$ cat config.mk
export PLATFORM = sky130hd
export DESIGN_NAME = adsq_top
export DESIGN_NICKNAME = d
export VERILOG_FILES = /design/src/include/adsq_pkg.sv /design/src/hdl/adsq_sync.sv /design/src/hdl/adsq_top.sv
export VERILOG_INCLUDE_DIRS = /design/src /design/src/include
export SDC_FILE = /design/constraint.sdc
export NUM_CORES = 1
export LEC_CHECK = 0
export BUFFER_PORTS_ARGS = -buffer_cell sky130_fd_sc_hd__buf_4
export CORE_MARGIN = 2
export CORE_UTILIZATION = 35
export DETAILED_ROUTE_END_ITERATION = 10
export GPL_TIMING_DRIVEN = 0
export PLACE_DENSITY_LB_ADDON = 0.1
export SLEW_MARGIN = 30
export SYNTH_ARGS = -nofsm -noshare
export SYNTH_HDL_FRONTEND = slang
export SYNTH_SLANG_ARGS = --single-unit
$ cat constraint.sdc
create_clock -name sys_clk -period 2.8 [get_ports sys_clk]
set_input_delay 0.28 -clock sys_clk [delete_from_list [all_inputs] [get_ports sys_clk]]
set_output_delay 0.28 -clock sys_clk [all_outputs]
set_load 0.01 [all_outputs]
$ cat src/include/adsq_params.svh
// Register offsets, field positions and reset values of the converter sequencer.
`ifndef ADSQ_PARAMS_SVH
`define ADSQ_PARAMS_SVH

// ----------------------------------------------------------------------------
// Widths
// ----------------------------------------------------------------------------
`define ADSQ_ADDR_W        5
`define ADSQ_DATA_W        16
`define ADSQ_RES_W         12
`define ADSQ_WORDS         16
`define ADSQ_CHAN_W        4

// ----------------------------------------------------------------------------
// Register word offsets
// ----------------------------------------------------------------------------
`define ADSQ_OFF_CTRL1     5'h00
`define ADSQ_OFF_CTRL2     5'h01
`define ADSQ_OFF_CHSEL     5'h02
`define ADSQ_OFF_SCAN      5'h03
`define ADSQ_OFF_ISTAT     5'h04
`define ADSQ_OFF_IMASK     5'h05
`define ADSQ_RES_BASE_BIT  4

// ----------------------------------------------------------------------------
// Field positions of the first control register
// ----------------------------------------------------------------------------
`define ADSQ_C1_DONE       0
`define ADSQ_C1_SAMPLE_START_BIT       1
`define ADSQ_C1_CONV       2
`define ADSQ_C1_TRIG_LO    5
`define ADSQ_C1_TRIG_HI    6
`define ADSQ_C1_FORM_LO    8
`define ADSQ_C1_FORM_HI    9
`define ADSQ_C1_ON         15

// ----------------------------------------------------------------------------
// Field positions of the second control register
// ----------------------------------------------------------------------------
`define ADSQ_C2_ALTERNATE_INPUT_SELECT       0
`define ADSQ_C2_BUFFER_SPLIT_MODE       1
`define ADSQ_C2_SAMPLES_PER_IRQ_LO    2
`define ADSQ_C2_SAMPLES_PER_IRQ_HI    5
`define ADSQ_C2_HALF       7
`define ADSQ_C2_SCAN       10

// ----------------------------------------------------------------------------
// Field positions of the input select register and interrupt bits
// ----------------------------------------------------------------------------
`define ADSQ_CH_PRI_LO     0
`define ADSQ_CH_PRI_HI     3
`define ADSQ_CH_SEC_LO     8
`define ADSQ_CH_SEC_HI     11
`define ADSQ_IRQ_DONE      0

// ----------------------------------------------------------------------------
// Reset values
// ----------------------------------------------------------------------------
`define ADSQ_RST_SAMPLES_PER_IRQ      4'h0
`define ADSQ_RST_MASK      16'h0000
`define ADSQ_RST_CHAN      4'h0

`endif

$ cat src/include/adsq_pkg.sv
// Types shared by the converter sequencer modules.
`include "adsq_params.svh"

package adsq_pkg;

  // Sequencer states.
  typedef enum logic [1:0] {
    ADSQ_IDLE    = 2'b00,
    ADSQ_SAMPLE  = 2'b01,
    ADSQ_CONVERT = 2'b10
  } adsq_seq_t;

  // Trigger sources that end acquisition.
  typedef enum logic [1:0] {
    ADSQ_TRIG_MANUAL = 2'b00,
    ADSQ_TRIG_TIMER  = 2'b01,
    ADSQ_TRIG_EXT    = 2'b10,
    ADSQ_TRIG_NONE   = 2'b11
  } adsq_trig_t;

  // Register bus request from software.
  typedef struct packed {
    logic [`ADSQ_ADDR_W-1:0] addr;
    logic [`ADSQ_DATA_W-1:0] wdata;
    logic                    wr;
    logic                    rd;
  } adsq_bus_req_t;

  // Result coming back from the analog converter.
  typedef struct packed {
    logic                   done;
    logic [`ADSQ_RES_W-1:0] data;
  } adsq_conv_in_t;

  // Control going to the analog converter.
  typedef struct packed {
    logic                    sample_en;
    logic                    start;
    logic [`ADSQ_CHAN_W-1:0] chan;
  } adsq_conv_out_t;

  // Whole state of the sequencer.
  typedef struct packed {
    adsq_seq_t                                 seq;
    logic                                      adc_on;
    logic                                      sample_start_bit;
    logic                                      done;
    adsq_trig_t                                trig_src;
    logic [1:0]                                form;
    logic                                      scan_inputs_enable;
    logic [3:0]                                samples_per_irq;
    logic                                      buffer_split_mode;
    logic                                      alternate_input_select;
    logic [`ADSQ_CHAN_W-1:0]                   pri_chan;
    logic [`ADSQ_CHAN_W-1:0]                   sec_chan;
    logic [`ADSQ_WORDS-1:0]                    scan_select_mask;
    logic                                      converter_irq_flag;
    logic                                      irq_mask;
    logic [3:0]                                count;
    logic                                      half;
    logic                                      alt_phase;
    logic [4:0]                                scan_pos;
    logic                                      cur_grp_a;
    logic                                      ext_prev;
    logic [`ADSQ_WORDS-1:0][`ADSQ_RES_W-1:0]   result_buf;
    logic [`ADSQ_DATA_W-1:0]                   rdata;
    adsq_conv_out_t                            conv_out;
    logic                                      irq;
  } adsq_state_t;

endpackage

$ cat src/hdl/adsq_sync.sv
// Two-stage synchroniser for inputs that arrive from outside the clock domain.
`timescale 1ns/1ps

module adsq_sync #(
  parameter int W = 1
) (
  input  wire logic         sys_clk,
  input  wire logic         nrst,
  input  wire logic [W-1:0] d,
  output logic      [W-1:0] q
);

  logic [1:0][W-1:0] sync_reg;
  logic [1:0][W-1:0] sync_next;

  // The first stage feeds only the second stage.
  always_comb begin
    sync_next = {sync_reg[0], d};
  end

  // Both stages clear on reset.
  always_ff @(posedge sys_clk or negedge nrst) begin
    if (!nrst) begin
      sync_reg <= '0;
    end else begin
      sync_reg <= sync_next;
    end
  end

  assign q = sync_reg[1];

endmodule // adsq_sync

$ cat src/hdl/adsq_top.sv
// Sequencer and result buffer of a 12-bit analog-to-digital converter.
`timescale 1ns/1ps
`include "adsq_params.svh"

module adsq_top (
  input  wire logic                    sys_clk,
  input  wire logic                    nrst,
  input  wire adsq_pkg::adsq_bus_req_t bus_req,
  output logic [`ADSQ_DATA_W-1:0]      bus_rdata,
  input  wire adsq_pkg::adsq_conv_in_t conv_in,
  input  wire logic                    timer_tick,
  input  wire logic                    ext_trig,
  output adsq_pkg::adsq_conv_out_t     conv_out,
  output logic                         irq
);

  // --------------------------------------------------------------------------
  // State and helper signals
  // --------------------------------------------------------------------------
  adsq_pkg::adsq_state_t   st_reg;
  adsq_pkg::adsq_state_t   st_next;
  logic                    ext_sync;
  logic                    ext_rise;
  logic                    manual_trig;
  logic                    trig;
  logic                    store;
  logic                    irq_event;
  logic                    use_grp_a;
  logic [`ADSQ_CHAN_W-1:0] scan_chan;
  logic [`ADSQ_CHAN_W-1:0] sel_chan;
  logic [3:0]              wr_idx;

  // External trigger pin passes two flip-flops before use.
  adsq_sync #(
    .W (1)
  ) u_ext_sync (
    .sys_clk (sys_clk),
    .nrst    (nrst),
    .d       (ext_trig),
    .q       (ext_sync)
  );

  // --------------------------------------------------------------------------
  // Result formatting
  // --------------------------------------------------------------------------

  // Maps a stored 12-bit result onto one of four 16-bit formats.
  function automatic logic [`ADSQ_DATA_W-1:0] fmt_result(
    input logic [1:0]             form,
    input logic [`ADSQ_RES_W-1:0] d
  );
    logic [`ADSQ_DATA_W-1:0] v;
    unique case (form)
      2'b00: v = {4'h0, d};
      2'b01: v = {{4{~d[11]}}, ~d[11], d[10:0]};
      2'b10: v = {d, 4'h0};
      2'b11: v = {~d[11], d[10:0], 4'h0};
    endcase
    return v;
  endfunction

  // --------------------------------------------------------------------------
  // Input selection
  // --------------------------------------------------------------------------

  // Picks the lowest masked input at or above the scan position, else wraps low.
  always_comb begin
    logic                    hit;
    logic [`ADSQ_CHAN_W-1:0] above;
    logic [`ADSQ_CHAN_W-1:0] lowest;
    hit    = 1'b0;
    above  = `ADSQ_RST_CHAN;
    lowest = `ADSQ_RST_CHAN;
    for (int i = `ADSQ_WORDS - 1; i >= 0; i--) begin
      if (st_reg.scan_select_mask[i]) begin
        lowest = 4'(i);
        if (5'(i) >= st_reg.scan_pos) begin
          hit   = 1'b1;
          above = 4'(i);
        end
      end
    end
    scan_chan = hit ? above : lowest;
  end

  // Chooses the group and input for the next sequence.
  always_comb begin
    use_grp_a = ~st_reg.alternate_input_select | ~st_reg.alt_phase;
    if (!use_grp_a) begin
      sel_chan = st_reg.sec_chan;
    end else if (st_reg.scan_inputs_enable) begin
      sel_chan = scan_chan;
    end else begin
      sel_chan = st_reg.pri_chan;
    end
  end

  // --------------------------------------------------------------------------
  // Events
  // --------------------------------------------------------------------------

  // Trigger, store and interrupt conditions of this cycle.
  always_comb begin
    ext_rise    = ext_sync & ~st_reg.ext_prev;
    manual_trig = bus_req.wr && (bus_req.addr == `ADSQ_OFF_CTRL1)
                  && bus_req.wdata[`ADSQ_C1_CONV];
    unique case (st_reg.trig_src)
      adsq_pkg::ADSQ_TRIG_MANUAL: trig = manual_trig;
      adsq_pkg::ADSQ_TRIG_TIMER:  trig = timer_tick;
      adsq_pkg::ADSQ_TRIG_EXT:    trig = ext_rise;
      adsq_pkg::ADSQ_TRIG_NONE:   trig = 1'b0;
    endcase
    store     = st_reg.adc_on && (st_reg.seq == adsq_pkg::ADSQ_CONVERT) && conv_in.done;
    irq_event = store && (st_reg.count >= st_reg.samples_per_irq);
    // Split mode keeps the index inside the active half.
    wr_idx    = st_reg.buffer_split_mode ? {st_reg.half, st_reg.count[2:0]}
                                         : st_reg.count;
  end

  // --------------------------------------------------------------------------
  // Next state
  // --------------------------------------------------------------------------

  // Register writes first, then hardware events so that a hardware event beats a write in the same cycle.
  always_comb begin
    st_next                = st_reg;
    st_next.conv_out.start = 1'b0;
    st_next.rdata          = '0;
    st_next.ext_prev       = ext_sync;

    // Software writes; result words ignore them.
    if (bus_req.wr) begin
      unique case (bus_req.addr)
        `ADSQ_OFF_CTRL1: begin
          st_next.adc_on           = bus_req.wdata[`ADSQ_C1_ON];
          st_next.trig_src         = adsq_pkg::adsq_trig_t'(
                                     bus_req.wdata[`ADSQ_C1_TRIG_HI:`ADSQ_C1_TRIG_LO]);
          st_next.form             = bus_req.wdata[`ADSQ_C1_FORM_HI:`ADSQ_C1_FORM_LO];
          st_next.sample_start_bit = bus_req.wdata[`ADSQ_C1_SAMPLE_START_BIT];
          if (bus_req.wdata[`ADSQ_C1_SAMPLE_START_BIT]) begin
            st_next.done = 1'b0;
          end
        end
        `ADSQ_OFF_CTRL2: begin
          st_next.scan_inputs_enable     = bus_req.wdata[`ADSQ_C2_SCAN];
          st_next.samples_per_irq        =
            bus_req.wdata[`ADSQ_C2_SAMPLES_PER_IRQ_HI:`ADSQ_C2_SAMPLES_PER_IRQ_LO];
          st_next.buffer_split_mode      = bus_req.wdata[`ADSQ_C2_BUFFER_SPLIT_MODE];
          st_next.alternate_input_select = bus_req.wdata[`ADSQ_C2_ALTERNATE_INPUT_SELECT];
        end
        `ADSQ_OFF_CHSEL: begin
          st_next.pri_chan = bus_req.wdata[`ADSQ_CH_PRI_HI:`ADSQ_CH_PRI_LO];
          st_next.sec_chan = bus_req.wdata[`ADSQ_CH_SEC_HI:`ADSQ_CH_SEC_LO];
        end
        `ADSQ_OFF_SCAN:  st_next.scan_select_mask = bus_req.wdata;
        `ADSQ_OFF_ISTAT: begin
          if (bus_req.wdata[`ADSQ_IRQ_DONE]) begin
            st_next.converter_irq_flag = 1'b0;
          end
        end
        `ADSQ_OFF_IMASK: st_next.irq_mask = bus_req.wdata[`ADSQ_IRQ_DONE];
        default: ;
      endcase
    end

    // Read data for the cycle after the strobe.
    if (bus_req.rd) begin
      if (bus_req.addr[`ADSQ_RES_BASE_BIT]) begin
        st_next.rdata = fmt_result(st_reg.form, st_reg.result_buf[bus_req.addr[3:0]]);
      end else begin
        unique case (bus_req.addr)
          `ADSQ_OFF_CTRL1: begin
            st_next.rdata[`ADSQ_C1_ON]                        = st_reg.adc_on;
            st_next.rdata[`ADSQ_C1_TRIG_HI:`ADSQ_C1_TRIG_LO] = st_reg.trig_src;
            st_next.rdata[`ADSQ_C1_FORM_HI:`ADSQ_C1_FORM_LO] = st_reg.form;
            st_next.rdata[`ADSQ_C1_SAMPLE_START_BIT]                      = st_reg.sample_start_bit;
            st_next.rdata[`ADSQ_C1_DONE]                      = st_reg.done;
          end
          `ADSQ_OFF_CTRL2: begin
            st_next.rdata[`ADSQ_C2_SCAN]                      = st_reg.scan_inputs_enable;
            st_next.rdata[`ADSQ_C2_HALF]                      = st_reg.half;
            st_next.rdata[`ADSQ_C2_SAMPLES_PER_IRQ_HI:`ADSQ_C2_SAMPLES_PER_IRQ_LO] = st_reg.samples_per_irq;
            st_next.rdata[`ADSQ_C2_BUFFER_SPLIT_MODE]                      = st_reg.buffer_split_mode;
            st_next.rdata[`ADSQ_C2_ALTERNATE_INPUT_SELECT]                      = st_reg.alternate_input_select;
          end
          `ADSQ_OFF_CHSEL: begin
            st_next.rdata[`ADSQ_CH_PRI_HI:`ADSQ_CH_PRI_LO] = st_reg.pri_chan;
            st_next.rdata[`ADSQ_CH_SEC_HI:`ADSQ_CH_SEC_LO] = st_reg.sec_chan;
          end
          `ADSQ_OFF_SCAN:  st_next.rdata = st_reg.scan_select_mask;
          `ADSQ_OFF_ISTAT: st_next.rdata[`ADSQ_IRQ_DONE] = st_reg.converter_irq_flag;
          `ADSQ_OFF_IMASK: st_next.rdata[`ADSQ_IRQ_DONE] = st_reg.irq_mask;
          default:         st_next.rdata = '0;
        endcase
      end
    end

    // Sequencer; switching the converter off aborts any sequence.
    unique case (st_reg.seq)
      adsq_pkg::ADSQ_IDLE: begin
        if (st_reg.adc_on && st_reg.sample_start_bit) begin
          st_next.seq                = adsq_pkg::ADSQ_SAMPLE;
          st_next.conv_out.sample_en = 1'b1;
          st_next.conv_out.chan      = sel_chan;
          st_next.cur_grp_a          = use_grp_a;
        end
      end
      adsq_pkg::ADSQ_SAMPLE: begin
        if (!st_reg.adc_on) begin
          st_next.seq                = adsq_pkg::ADSQ_IDLE;
          st_next.conv_out.sample_en = 1'b0;
        end else if (trig) begin
          st_next.seq                = adsq_pkg::ADSQ_CONVERT;
          st_next.conv_out.sample_en = 1'b0;
          st_next.conv_out.start     = 1'b1;
          st_next.sample_start_bit   = 1'b0;
        end
      end
      adsq_pkg::ADSQ_CONVERT: begin
        if (!st_reg.adc_on || store) begin
          st_next.seq = adsq_pkg::ADSQ_IDLE;
        end
      end
      default: st_next.seq = adsq_pkg::ADSQ_IDLE;
    endcase

    // Storing a result advances pointer, scan position and group phase.
    if (store) begin
      st_next.result_buf[wr_idx] = conv_in.data;
      st_next.count              = st_reg.count + 4'h1;
      if (st_reg.alternate_input_select) begin
        st_next.alt_phase = ~st_reg.alt_phase;
      end
      if (st_reg.cur_grp_a && st_reg.scan_inputs_enable) begin
        st_next.scan_pos = {1'b0, st_reg.conv_out.chan} + 5'h01;
      end
      if (irq_event) begin
        st_next.count              = 4'h0;
        st_next.done               = 1'b1;
        st_next.converter_irq_flag = 1'b1;
        st_next.scan_pos           = 5'h00;
        st_next.half               = st_reg.buffer_split_mode & ~st_reg.half;
      end
    end

    // Level interrupt from unmasked sticky status.
    st_next.irq = st_next.converter_irq_flag & st_next.irq_mask;
  end

  // --------------------------------------------------------------------------
  // State register
  // --------------------------------------------------------------------------

  // Every field takes a constant on reset.
  always_ff @(posedge sys_clk or negedge nrst) begin
    if (!nrst) begin
      st_reg                 <= '0;
      st_reg.seq             <= adsq_pkg::ADSQ_IDLE;
      st_reg.samples_per_irq <= `ADSQ_RST_SAMPLES_PER_IRQ;
      st_reg.count           <= 4'h0;
      st_reg.scan_pos        <= 5'h00;
      st_reg.scan_select_mask <= `ADSQ_RST_MASK;
    end else begin
      st_reg <= st_next;
    end
  end

  assign bus_rdata = st_reg.rdata;
  assign conv_out  = st_reg.conv_out;
  assign irq       = st_reg.irq;
endmodule // adsq_top

==> results_dict.tcl <==
set metrics [dict create \
    clock-sinks 272 \
    start_kind "register" \
    grt_max_degree 74 \
    antenna_found_initial 0 \
    seq_area_frac_synth_pct 50.82 \
    dr.pass1.iters 5 \
    clock_path_buffers 3 \
    synthTopCellsByArea "dfrtp_1 (51%), mux2_2 (21%), mux4_2 (4.4%)" \
    remaining_drc_errors 0 \
    drt_iter0_markers 571 \
    port-buffer-count 60 \
    antenna_left 0 \
    cts_buffers 34 \
    clock_latency_ps 520 \
    htree_levels 2 \
    viasPerCell 5.286 \
    fin_cells 1667 \
    finalCriticalPeriod_ps 2411 \
    worst_pin_slew_ps 782.9 \
    num_rows 71 \
    crit_chain "inv_1 -> ha_1 -> nand2b_1 -> a21o_1 -> a21o_1 -> a21o_1 -> clkbuf_1 -> nand2_1 -> a21boi_0" \
    wl_um 37350 \
    fin_util_pct 41.93 \
    post_cts_buffers 0 \
    crit_fanout 10 \
    endpoint_kind "register" \
    routabilityCongestion 0.8260 \
    final_common_cell "dfrtp_1" \
    place_inst 1603 \
    avgRoutedWirePerCell_um 22.40 \
    crit_family "compound AO/OA/AOI/OAI gates" \
    antenna_cells 0 \
    clock_skew_ps 25.33 \
    p_leak_nw 7.581 \
    cpPeakStageDelay_ps 420 \
    cts_resized 0 \
    synth_edf_count 0 \
    path_buf_inv 2 \
    hold_viol_final 0 \
    ctsRootBufferMaster "clkbuf_16" \
    synth.distinct_cells 67 \
    grt.total_usage_pct 19.42 \
    clkTransAtPathRegs_ps 60 \
    syn_inst 1028 \
    largest_reg_flops 247 \
    yosysWarningCount 0 \
    fp.dieArea_sq_um 39850 \
    slowest_stage "dfrtp_1" \
    synthFlopType "dfrtp_1" \
    avgSynthCellArea_sq_um 13.03 \
    synth.net_count 1077 \
    slew_headroom_pct 47.81 \
    initial_utilization_pct 35.56 \
    die_y_um 199.6 \
    async_flop_share_pct 100.0 \
    maxCapViolations 0 \
    ctsHoldBuffers 6 \
    synth_seq_cells 272 \
    dr_wl_met3_um 1400 \
    critical_path_class "register to register" \
    tritoncts "yes" \
    yosys.area.top_type "dfrtp_1" \
    pin_count 63 \
    area_growth_pct 17.93 \
    hold_class "input port to register" \
    nets 1183 \
    core-area_sq_um 37670 \
    drt-met1-wl_um 17940 \
    crit_top_cell "a21o_1" \
    final-setup-viol-count 0 \
    post-route-period-util_pct 86.10 \
    vias 8812 \
    fmax_mhz 414.8 \
    rsz0062_at_grt "false" \
    cp.required_ps 3190 \
    ir_worst_vdd_v 0.0003429 \
    synth_top_area_share_pct 50.82 \
    powerDensity_nw_per_um2 625.2 \
    drive_gt1_share_pct 40.14 \
    grt.overflow.total 0 \
    grt_pass1_wl_um 57310 \
    cp.arrival_ps 2800 \
    netlist_area_sq_um 13390 \
    met2WireLength_um 17400 \
    final_cell_mix "dfrtp_1 (272), mux2_2 (247), buf_4 (84)" \
    grt_pass1_vias 8925 \
    dpl.hpwl_um 26440 \
    highest_layer "met4" \
    run_status "finished clean" \
    slew_viol_final 0 \
    die_w_um 199.6 \
]
[power breakdown]
group | switching, mW | internal (mW)
Sequential | 0.235 | 4.10
Combinational | 0.627 | 0.521
Clock | 1.71 | 2.69
Total | 2.57 | 7.31
[Yosys cell counts, types with 18 or more instances]
cell type  instances
a21oi_1           29
buf_2             29
buf_4             25
clkbuf_1          26
dfrtp_1          272
inv_1             18
mux2_2           247
mux4_2            26
nand2_1           48
nand3_1           39
nor2_1            40
o21ai_0           21
[area by class of cell]
type	count	area, sq um
inverters	19	71.32
well taps	511	639.4
plain buffers	87	514.2
clock buffers	49	1008
flip-flops and latches	272	6807
fillers	3608	21870
multi-input cells	650	6007
clock inverters	9	120.1
repair buffers	70	628.1
[metrics by stage]
step           hold WS, ps  TNS [ps]  power, mW  worst slack, ps  instance area, sq um
6_report             25.09         0      9.875            389.3                 15800
5_1_grt              16.39         0      10.34            126.6                 15800
4_1_cts              9.774         0      10.02            316.5                 15790
3_5_place_dp         187.4         0      5.555            149.6                 14600
3_3_place_gp         342.5   -292790      5.531            -1123                 14480
2_1_floorplan       -15.59         0      5.012            835.6                 13390
[kinds of logic after synthesis]
| family | after synthesis | synth area share (%) |
|---|---|---|
| adders and majority gates | 9 | 0.8407 |
| and+or+nand+nor | 188 | 6.819 |
| muxes | 301 | 28.93 |
| DFF | 272 | 50.82 |
| xor gates and xnor gates | 4 | 0.2616 |
| AOI/OAI and AO/OA | 148 | 7.959 |
| buffers and inverters | 106 | 4.372 |
[path summary, 6_finish.rpt]
| kind | from | end | slack [ps] | cells after the start |
|---|---|---|---|---|
| max | st_reg[224]$_DFFE_PN0P_ | irq$_DFF_PN0_ | 390 | 9 |
| min | bus_req[13] | st_reg[249]$_DFFE_PN0P_ | 30 | 2 |
| max reg2reg | st_reg[224]$_DFFE_PN0P_ | irq$_DFF_PN0_ | 390 | 9 |
| min reg2reg | u_ext_sync.sync_next[1]$_DFF_PN0_ | u_ext_sync.q$_DFF_PN0_ | 350 | 0 |
| max in group asynchronous | nrst | st_reg[110]$_DFFE_PN0P_ | 1600 | 4 |
| min in group asynchronous | nrst | conv_out[0]$_DFFE_PN0P_ | 250 | 2 |
[layer usage]
layer / vias up / GRT usage (%)
li1: 4031 / -
met1: 4558 / 28.12
met5: - / 0
met2: 180 / 30.59
met3: 43 / 3.072
met4: 0 / 4.390
(Power assumes the default switching activity.)
